===== src/common/hpi_pkg.sv =====
package hpi_pkg;
    // ****************************************
    // Status byte layout
    // ****************************************
    localparam int ST_FAULT_BIT = 0;
    localparam int ST_IRQ_BIT = 1;
    localparam int ST_READY_BIT = 3;
    localparam logic [7:0] ST_RESET = 8'h00;
    // ****************************************
    // Timing
    // ****************************************
    localparam int CLK_MHZ = 200;
    localparam int SELFTEST_LIMIT_MS = 2000;
    localparam longint SELFTEST_LIMIT_CYC = longint'(SELFTEST_LIMIT_MS) * 1000 * CLK_MHZ;
    // ****************************************
    // Host interrupt kinds
    // ****************************************
    localparam logic [1:0] IRQ_KIND_LINE = 2'h0;
    localparam logic [1:0] IRQ_KIND_IO = 2'h1;
    localparam logic [1:0] IRQ_KIND_MEM = 2'h2;
    // ****************************************
    // Configuration
    // ****************************************
    localparam logic [7:0] DONE_PENDING = 8'hff;
    localparam logic [7:0] DONE_OK = 8'h00;
    localparam logic [7:0] ERR_BAD_MODE = 8'ha4;
    localparam logic [7:0] ERR_BAD_PATTERN = 8'ha5;
    localparam logic [1:0] MODE_LINK = 2'h0;
    localparam logic [1:0] MODE_HOSTED = 2'h1;
    localparam logic [1:0] MODE_NETBOOT = 2'h2;
    localparam logic [31:0] PAT_LONG = 32'h0103070f;
    localparam logic [15:0] PAT_WORD0 = 16'h0103;
    localparam logic [31:0] PAT_BYTES = 32'h0f070301;
    localparam logic [31:0] START_SEQ = 32'h0000ffff;
    localparam int ADDR_W = 24;
    localparam int IO_ADDR_W = 16;
    localparam logic [2:0] CMD_BYTES = 3'h7;

    typedef enum logic [4:0] {
        HPI_TEST = 5'b00001,
        HPI_WAIT_CFG = 5'b00010,
        HPI_CHECK = 5'b00100,
        HPI_RUN = 5'b01000,
        HPI_FAIL = 5'b10000
    } hpi_state_t;
endpackage


===== src/core/hpi_host_port.sv =====
`timescale 1ns/10ps
// Operation
// - Reading reset port resets the device
// - Fault bit clear on reset, set on pass
// - Passing self test sets bit within 2s
// - Fault bit zero signals fatal error
// - Interrupt bit follows level bus interrupt
// - Reset port write clears interrupt bit
// - Ready bit set while command byte unread
// - Reset port write releases interrupt line
// - Command write interrupts CPU with byte
// - Both ports read/write at jumper addresses
// - Master reaches 16M memory, 64K I/O
// - On-board memory never answers host
// - Host interrupt kind chosen at init
// - No I/O cycles unless I/O interrupts
// - Derive conversions from test pattern
// - Byte conversion inverts address bit zero
// - Word swap; longword half/byte swaps
// - Unmatched pattern aborts with error code
// - Failure shows code until reset again
// - Valid config enters one of three modes
// - Completion code written, zero is success
module hpi_host_port
    import hpi_pkg::*;
#(
    parameter longint SELFTEST_CYC = SELFTEST_LIMIT_CYC
) (
    // Clock and reset
    input wire logic core_clk,
    input wire logic rst,
    // Host I/O ports
    input wire logic [IO_ADDR_W-1:0] host_io_addr,
    input wire logic host_io_rd,
    input wire logic host_io_wr,
    input wire logic [7:0] host_io_wdata,
    output logic [7:0] host_io_rdata,
    output logic host_io_hit,
    input wire logic [IO_ADDR_W-1:0] jumper_reset_port,
    input wire logic [IO_ADDR_W-1:0] jumper_cmd_port,
    output logic board_reset,
    // On-board CPU side
    input wire logic selftest_pass,
    input wire logic selftest_fail,
    output logic cpu_cmd_irq,
    output logic [7:0] cpu_cmd_byte,
    input wire logic cpu_cmd_ack,
    input wire logic cpu_host_irq_req,
    input wire logic [1:0] cpu_irq_kind,
    input wire logic cfg_load,
    input wire logic [1:0] cfg_mode,
    input wire logic cfg_convert_en,
    input wire logic [31:0] cfg_pat_bytes,
    input wire logic [15:0] cfg_pat_word,
    input wire logic [31:0] cfg_pat_long,
    input wire logic [ADDR_W-1:0] irq_mem_addr,
    input wire logic [IO_ADDR_W-1:0] irq_io_addr,
    // Bus master side
    input wire logic [ADDR_W-1:0] mst_addr_in,
    output logic [ADDR_W-1:0] mst_addr,
    output logic mst_io_wr,
    output logic mst_mem_wr,
    output logic [ADDR_W-1:0] mst_irq_addr,
    output logic bus_irq_line,
    // Conversion and status
    output logic conv_byte_flip,
    output logic conv_word_swap,
    output logic conv_half_swap,
    output logic conv_byte_swap,
    output logic [1:0] run_mode,
    output logic [7:0] done_code,
    output logic [7:0] error_display
);
    // ****************************************
    // Port decode
    // ****************************************
    logic hit_rst, hit_cmd;
    assign hit_rst = host_io_addr == jumper_reset_port;
    assign hit_cmd = host_io_addr == jumper_cmd_port;
    // Only the two ports answer; on-board memory is never exposed
    assign host_io_hit = (hit_rst || hit_cmd) && (host_io_rd || host_io_wr);
    assign board_reset = host_io_rd && hit_rst;

    // ****************************************
    // Order helpers
    // ****************************************
    // Pairs of bytes trade places, as a flipped address bit 0 makes them
    function automatic logic [31:0] swap_in_halves(input logic [31:0] v);
        return {v[23:16], v[31:24], v[7:0], v[15:8]};
    endfunction
    // The two halfwords trade places
    function automatic logic [31:0] swap_halves(input logic [31:0] v);
        return {v[15:0], v[31:16]};
    endfunction
    // The two bytes of a word trade places
    function automatic logic [15:0] swap_word(input logic [15:0] v);
        return {v[7:0], v[15:8]};
    endfunction

    // ****************************************
    // State
    // ****************************************
    hpi_state_t state_reg, state_next;
    logic fault_ok_reg, fault_ok_next;
    logic irq_reg, irq_next;
    logic ready_reg, ready_next;
    logic [7:0] cmd_reg, cmd_next;
    logic [63:0] seq_reg, seq_next;
    logic [2:0] cnt_reg, cnt_next;
    longint tmr_reg, tmr_next;
    logic [3:0] conv_reg, conv_next;
    logic [1:0] mode_reg, mode_next;
    logic [7:0] code_reg, code_next;
    logic [7:0] rdata_reg, rdata_next;
    logic [1:0] kind_reg, kind_next;
    logic mio_reg, mio_next, mmem_reg, mmem_next;

    logic do_reset;
    assign do_reset = rst || board_reset;

    always_comb begin
        state_next = state_reg;
        fault_ok_next = fault_ok_reg;
        irq_next = irq_reg;
        ready_next = ready_reg;
        cmd_next = cmd_reg;
        seq_next = seq_reg;
        cnt_next = cnt_reg;
        tmr_next = tmr_reg;
        conv_next = conv_reg;
        mode_next = mode_reg;
        code_next = code_reg;
        kind_next = kind_reg;
        mio_next = 1'b0;
        mmem_next = 1'b0;
        rdata_next = rdata_reg;

        // ****************************************
        // Status snapshot
        // ****************************************
        // Unused status bits read as zero so a host mask never sees noise
        if (host_io_rd && hit_cmd) begin
            rdata_next = 8'h00;
            rdata_next[ST_FAULT_BIT] = fault_ok_reg;
            rdata_next[ST_IRQ_BIT] = irq_reg;
            rdata_next[ST_READY_BIT] = ready_reg;
        end

        // ****************************************
        // Host interrupt
        // ****************************************
        // Set wins over a concurrent clear, so a fresh request is never lost
        if (host_io_wr && hit_rst) begin
            irq_next = 1'b0;
        end
        if (cpu_host_irq_req) begin
            case (kind_reg)
                IRQ_KIND_LINE: irq_next = 1'b1;
                IRQ_KIND_IO: mio_next = 1'b1;
                IRQ_KIND_MEM: mmem_next = 1'b1;
                default: irq_next = irq_reg;
            endcase
        end

        // ****************************************
        // Command byte mailbox
        // ****************************************
        // A write in the cycle of an acknowledge wins: that byte is still unread
        if (cpu_cmd_ack) begin
            ready_next = 1'b0;
        end
        if (host_io_wr && hit_cmd) begin
            cmd_next = host_io_wdata;
            ready_next = 1'b1;
        end

        // ****************************************
        // Initialisation sequencer
        // ****************************************
        case (state_reg)
            HPI_TEST: begin
                tmr_next = tmr_reg + 1;
                if (selftest_pass) begin
                    fault_ok_next = 1'b1;
                    state_next = HPI_WAIT_CFG;
                end else if (selftest_fail || tmr_reg >= SELFTEST_CYC) begin
                    // A hung self test also fails, so the board never sits silent
                    code_next = 8'h01;
                    state_next = HPI_FAIL;
                end
            end
            HPI_WAIT_CFG: begin
                if (host_io_wr && hit_cmd) begin
                    // Address bytes arrive least significant first
                    seq_next = {host_io_wdata, seq_reg[63:8]};
                    cnt_next = cnt_reg + 3'h1;
                end
                if (cfg_load) begin
                    kind_next = cpu_irq_kind;
                    state_next = HPI_CHECK;
                end
            end
            HPI_CHECK: begin
                conv_next = 4'h0;
                code_next = DONE_OK;
                if (cfg_convert_en) begin
                    // Byte array: native lanes, or lanes paired by a flipped address bit 0
                    if (cfg_pat_bytes == PAT_BYTES) conv_next[0] = 1'b0;
                    else if (swap_in_halves(cfg_pat_bytes) == PAT_BYTES) conv_next[0] = 1'b1;
                    else code_next = ERR_BAD_PATTERN;
                    if (cfg_pat_word == PAT_WORD0) conv_next[1] = 1'b0;
                    else if (swap_word(cfg_pat_word) == PAT_WORD0) conv_next[1] = 1'b1;
                    else code_next = ERR_BAD_PATTERN;
                    if (cfg_pat_long == PAT_LONG) conv_next[3:2] = 2'h0;
                    else if (swap_halves(cfg_pat_long) == PAT_LONG) conv_next[3:2] = 2'h1;
                    else if (swap_in_halves(cfg_pat_long) == PAT_LONG) conv_next[3:2] = 2'h2;
                    else if (swap_halves(swap_in_halves(cfg_pat_long)) == PAT_LONG) conv_next[3:2] = 2'h3;
                    else code_next = ERR_BAD_PATTERN;
                end
                if (cfg_mode != MODE_LINK && cfg_mode != MODE_HOSTED && cfg_mode != MODE_NETBOOT) begin
                    code_next = ERR_BAD_MODE;
                end
                mode_next = cfg_mode;
                state_next = HPI_RUN;
                // A short or malformed start sequence leaves the message address untrusted
                if (seq_reg[31:0] != START_SEQ || cnt_reg != 3'h0) code_next = ERR_BAD_PATTERN;
            end
            HPI_RUN: begin
                if (code_reg != DONE_OK) state_next = HPI_FAIL;
            end
            HPI_FAIL: state_next = HPI_FAIL;
            default: state_next = HPI_TEST;
        endcase
    end

    always_ff @(posedge core_clk) begin
        if (do_reset) begin
            state_reg <= HPI_TEST;
            fault_ok_reg <= 1'b0;
            irq_reg <= 1'b0;
            ready_reg <= 1'b0;
            cmd_reg <= 8'h00;
            seq_reg <= 64'h0;
            cnt_reg <= 3'h0;
            tmr_reg <= 0;
            conv_reg <= 4'h0;
            mode_reg <= MODE_LINK;
            code_reg <= DONE_PENDING;
            rdata_reg <= ST_RESET;
            kind_reg <= IRQ_KIND_LINE;
            mio_reg <= 1'b0;
            mmem_reg <= 1'b0;
        end else begin
            state_reg <= state_next;
            fault_ok_reg <= fault_ok_next;
            irq_reg <= irq_next;
            ready_reg <= ready_next;
            cmd_reg <= cmd_next;
            seq_reg <= seq_next;
            cnt_reg <= cnt_next;
            tmr_reg <= tmr_next;
            conv_reg <= conv_next;
            mode_reg <= mode_next;
            code_reg <= code_next;
            rdata_reg <= rdata_next;
            kind_reg <= kind_next;
            mio_reg <= mio_next;
            mmem_reg <= mmem_next;
        end
    end

    // ****************************************
    // Outputs
    // ****************************************
    assign host_io_rdata = rdata_reg;
    assign cpu_cmd_irq = ready_reg;
    assign cpu_cmd_byte = cmd_reg;
    assign bus_irq_line = irq_reg;

    // ****************************************
    // Bus master
    // ****************************************
    assign mst_io_wr = mio_reg;
    assign mst_mem_wr = mmem_reg;
    assign mst_irq_addr = (kind_reg == IRQ_KIND_IO) ? {{(ADDR_W-IO_ADDR_W){1'b0}}, irq_io_addr} : irq_mem_addr;
    // Full 24-bit reach; bit 0 flipped for swapped-lane hosts
    assign mst_addr = {mst_addr_in[ADDR_W-1:1], mst_addr_in[0] ^ conv_reg[0]};

    // ****************************************
    // Conversion and status
    // ****************************************
    // Longword code: bit 2 trades halfwords, bit 3 trades bytes within them
    assign conv_byte_flip = conv_reg[0];
    assign conv_word_swap = conv_reg[1];
    assign conv_half_swap = conv_reg[2];
    assign conv_byte_swap = conv_reg[3];
    assign run_mode = mode_reg;
    assign done_code = code_reg;
    assign error_display = (state_reg == HPI_FAIL) ? code_reg : 8'h00;
endmodule // hpi_host_port


===== config.mk =====
export PLATFORM = sky130hd
export DESIGN_NAME = hpi_host_port
export DESIGN_NICKNAME = d
export VERILOG_FILES = /design/src/common/hpi_pkg.sv /design/src/core/hpi_host_port.sv
export SDC_FILE = /design/constraint.sdc
export NUM_CORES = 1
export LEC_CHECK = 0
export BUFFER_PORTS_ARGS = -buffer_cell sky130_fd_sc_hd__buf_2
export CAP_MARGIN = 40
export CORE_AREA = 8 8 175 177
export CTS_CLUSTER_SIZE = 40
export DETAILED_ROUTE_END_ITERATION = 10
export DIE_AREA = 0 0 183 185
export PLACE_DENSITY_LB_ADDON = 0.3
export SYNTH_ARGS = -nofsm -noshare
export SYNTH_HDL_FRONTEND = slang
export SYNTH_SLANG_ARGS = --single-unit

===== constraint.sdc =====
create_clock -name core_clk -period 3.25 [get_ports core_clk]
set_input_delay 0.325 -clock core_clk [delete_from_list [all_inputs] [get_ports core_clk]]
set_output_delay 0.325 -clock core_clk [all_outputs]
set_load 0.005 [all_outputs]

Word-level counts from Yosys, hierarchy flattened. Index checks and enable logic that the tools add are counted.

Register bits: 168. Latch bits: 0. Memory bits (writable): 0. Memory bits (read-only): 0. Input bits: 214. Output and inout bits: 92. Memories: 0.

Add/sub/neg operators: 2. Multipliers: 0. Divide/modulo/power cells: 0. $lt $le $gt $ge: 1. Equal/unequal tests: 26. Shifts and indexed selects: 0. Multiplexer cells: 37. Bitwise gates (word level): 2. Reductions and logical operators: 25.

Operators by type and width (number): $eq 32x25->1 const B (4); $mux 8 (14); $add 64x2->64 const B (1); $eq 32x28->1 const B (2); $ge 64x30->1 const B (1); $eq 16x16->1 (2); $eq 16x9->1 const B (2); $ne 32x16->1 const B (1); $pmux 5 s5 (1); $mux 24 (1); $mux 5 (4); $pmux 8 s2 (1); $mux 1 (10); $ne 2x2->1 const B (5); $mux 2 (4); $reduce_bool 8->1 (1); $logic_and 1x1->1 (7); $reduce_and 2->1 (3); $reduce_and 3->1 (2); $reduce_bool 2->1 (3); $eq 5x1->1 const B (1); $eq 5x2->1 const B (1); $eq 5x3->1 const B (1); $eq 5x4->1 const B (1); other kinds (15) (20).

Logic depth before layout (Yosys ltp).
Depth after elaboration: 13. Gate-level depth with buffers: 10. Mapped depth without buffers: 7.

Worst setup path after synthesis. Ideal clock, no wire load.

Path kind: register -> register. From: register state_reg[2]. To: register tmr_reg[58] in the netlist's numbering. Setup time: 0.121 ns. Arrival time: 2.619 ns. Data required time: 3.129 ns. Setup slack: 0.509 ns. Stages on the path, launching flop included: 10. Path buffers: 3. Cells stage by stage: dfxtp_1 -> buf_6 -> or3_4 -> or3_1 -> buf_6 -> or4_4 -> buf_6 -> nor3_4 -> nand4_2 -> mux2_4.

Longest elaborated chain between the ends: 1.

RTL lines: start: declaration (RTL line hpi_host_port.sv:103) `hpi_state_t state_reg, state_next;`; start signal: assignment (RTL line hpi_host_port.sv:254) `state_reg <= state_next;`; $eq 5x1->1 (RTL line hpi_host_port.sv:180) `case (state_reg)`; end signal: assignment (RTL line hpi_host_port.sv:261) `tmr_reg <= tmr_next;`; end: declaration (RTL line hpi_host_port.sv:110) `longint tmr_reg, tmr_next;`.

No other way between the ends. A chain may end at the register's enable or synchronous reset.

Final worst setup path.
From: register state_reg[1]. To: register tmr_reg[52] in the netlist's numbering.

The elaborated chain is that of the path after synthesis.

==> out/metrics.yaml <==
cells_and_area:
  nets: 1366
  fill_cells: 2951
  layout-drive-gt1-share: 0.287
  fin_util: 0.364
  syn_to_final_growth_pct: 25.0
  n_antenna_cell: 0
  final_cells: 1541
logic_synthesis:
  synth-edff-count: 0
  synthTopCellsByCount: "163 x dfxtp_1, 163 x nor2_1, 76 x mux2i_1"
  synthDistinctLibCells: 59
  yosys.area.top_type_share: 0.399
  synthArstFlopShare: 0
  syn_area_per_cell_sq_um: 8.82
  synthFlopType: "dfxtp_1"
  ys_warn_count: 0
  syn_inst: 926
  syn_area_sq_um: 8170
  yosys-top-cells-area: "dfxtp_1 40%, mux2i_1 9.3%, nor2_1 7.5%, xnor2_1 5.1%, xor2_1 4.0%"
  ys_seq_elements: 163
  ys_seq_area_frac: 0.399
  yosysTopAreaCell: "dfxtp_1"
route:
  wire_per_inst_um: 15.3
  wl_mm: 23.6
  routed_via_density: 4.68
  ant_nets: 0
  vias: 7208
  drc: 0
  dr.first_iter.drc_count: 357
  drt_first_pass_iters: 5
worst_hold_path:
  min_path_type: "primary input to flip-flop"
power:
  p_per_area_nw_per_um2: 430
  peakVddDrop_uv: 311
  power_mw: 4.39
  power_leakage_nw: 4.61
place:
  dp_cells: 1510
  port_buffers: 254
  gp_congestion: 0.913
  hpwl_mm: 18.3
clock_tree:
  clockRootBuffer: "clkbuf_16"
  cts_resized: 0
  numCtsBuffers: 17
  clk_latency_ns: 0.43
  post-cts-setup-buffers: 0
  path_clk_slew_ns: 0.07
  cts_htree_levels: 4
  cts_hold_buf: 0
  clockBufferDepth: 2
  cts_tree: "yes"
  clock-sinks: 163
sta:
  hold_violations: 0
  finalCritPeriodShare: 0.872
  fin_skew_ns: 0.0169
  slew_violations: 0
  max_freq_mhz: 353
  setup_viol: 0
  slew_headroom: 0.477
  fin_crit_ns: 2.83
  worstMarginPinSlew_ns: 0.782
  rsz0062_at_grt: "no"
  tns_ns: 0
grt:
  antenna_found_initial: 0
  grt_pass1_wl_mm: 37.1
  track_usage: 0.136
  grt_overflow: 0
  grt_max_degree: 68
  grt_pass1_vias: 6956
floorplanning:
  start_util: 0.291
  die_area_sq_um: 33900
  die-height_um: 185
  die_x_um: 183
  rows: 62
  core_sq_um: 28100
  pin_count: 306
worst_setup_path:
  cp-end-kind: "flip-flop"
  cp_cell_sequence: "or3_4 -> or3_1 -> or4_4 -> nor3_4 -> buf_4 -> a211oi_1 -> a31o_2"
  critPathSlowestCell: "or4_4"
  cp-start-kind: "flip-flop"
  crit_type: "flip-flop to flip-flop"
  critPathArrivalTime_ns: 3.16
  worstPathRequired_ns: 3.58
  critPathMaxFanout: 9
  max_stage_delay_ns: 0.63
flow_run:
  max_cap_violations: 0
run_status:
  status: "finished clean"
layer usage:
metal | routed length [um] | up-vias | track usage
met5 | 0 | - | 0
met4 | 613 | 0 | 0.0543
met3 | 1740 | 37 | 0.0396
met2 | 11300 | 213 | 0.233
met1 | 9970 | 3309 | 0.159
li1 | - | 3649 | -
metrics by stage:
| stage | setup WS, ns | cell area [sq um] | hold WS, ns |
|---|---|---|---|
| 5_1_grt | 0.290 | 10200 | 0.139 |
| 3_5_place_dp | 0.420 | 9650 | 0.459 |
| 4_1_cts | 0.409 | 10200 | 0.134 |
| 3_3_place_gp | 0.440 | 9630 | 0.442 |
| 2_1_floorplan | 0.509 | 8190 | 0.436 |
| 6_report | 0.417 | 10200 | 0.153 |
layout make-up:
type | count | area, sq um | area share
clock inverter | 10 | 103 | 0.0100
inverter | 25 | 93.8 | 0.00919
multi-input combinational | 666 | 4380 | 0.429
timing repair buffer | 272 | 1430 | 0.140
clock buffer | 21 | 460 | 0.0451
sequential | 163 | 3260 | 0.320
tap | 384 | 480 | 0.0471
critical path: cells and delay by family (launching register included):
family	cells	cell delay (ns)
DFF	1	0.37
AOI/OAI and AO/OA	2	0.29
buffers and inverters	1	0.22
and+or+nand+nor	4	1.86
layout by cell type (no fill, tap or decap), types with 10 or more instances in the layout:
master and instances:
buf_2 254, nor2_1 163, dfxtp_1 163, mux2i_1 76, xnor2_1 48, nand2_1 46, xor2_1 37, nor4_1 35
nand4_1 34, inv_1 25, nor3_1 25, a21oi_1 24, nand3_1 21, clkbuf_16 17, mux2_2 16, buf_4 16
o21ai_0 15, or3_1 11, and3_1 10, nor4b_1 10, nor4bb_1 10
cell families (layout without fill, tap and decap cells):
logic type / Yosys count / after routing / synth area share
and+or+nand+nor: 410 / 410 / 0.260
muxes: 93 / 93 / 0.117
other: 1 / 5 / 0.000459
xor gates and xnor gates: 85 / 85 / 0.0911
DFF: 163 / 163 / 0.399
AOI/OAI and AO/OA: 66 / 66 / 0.0516
adders and majority gates: 7 / 7 / 0.0107
buffers and inverters: 101 / 328 / 0.0697
worst paths after layout:
path	startpoint	end	slack [ns]	cells after the start
min	host_io_wdata[0]	cpu_cmd_byte[0]	0.15	3
min reg2reg	run_mode[1]	run_mode[1]	0.46	2
max	state_reg[1]	tmr_reg[52]	0.42	7
max reg2reg	state_reg[1]	tmr_reg[52]	0.42	7
report_power, final:
group	total [mW]	leakage, nW	switching (mW)	internal [mW]
clock	1.91	0.270	0.815	1.10
sequential	2.05	1.31	0.0336	2.02
combinational	0.424	3.02	0.211	0.214
total	4.39	4.61	1.06	3.33
No activity file was read; power rests on OpenSTA's default activity.
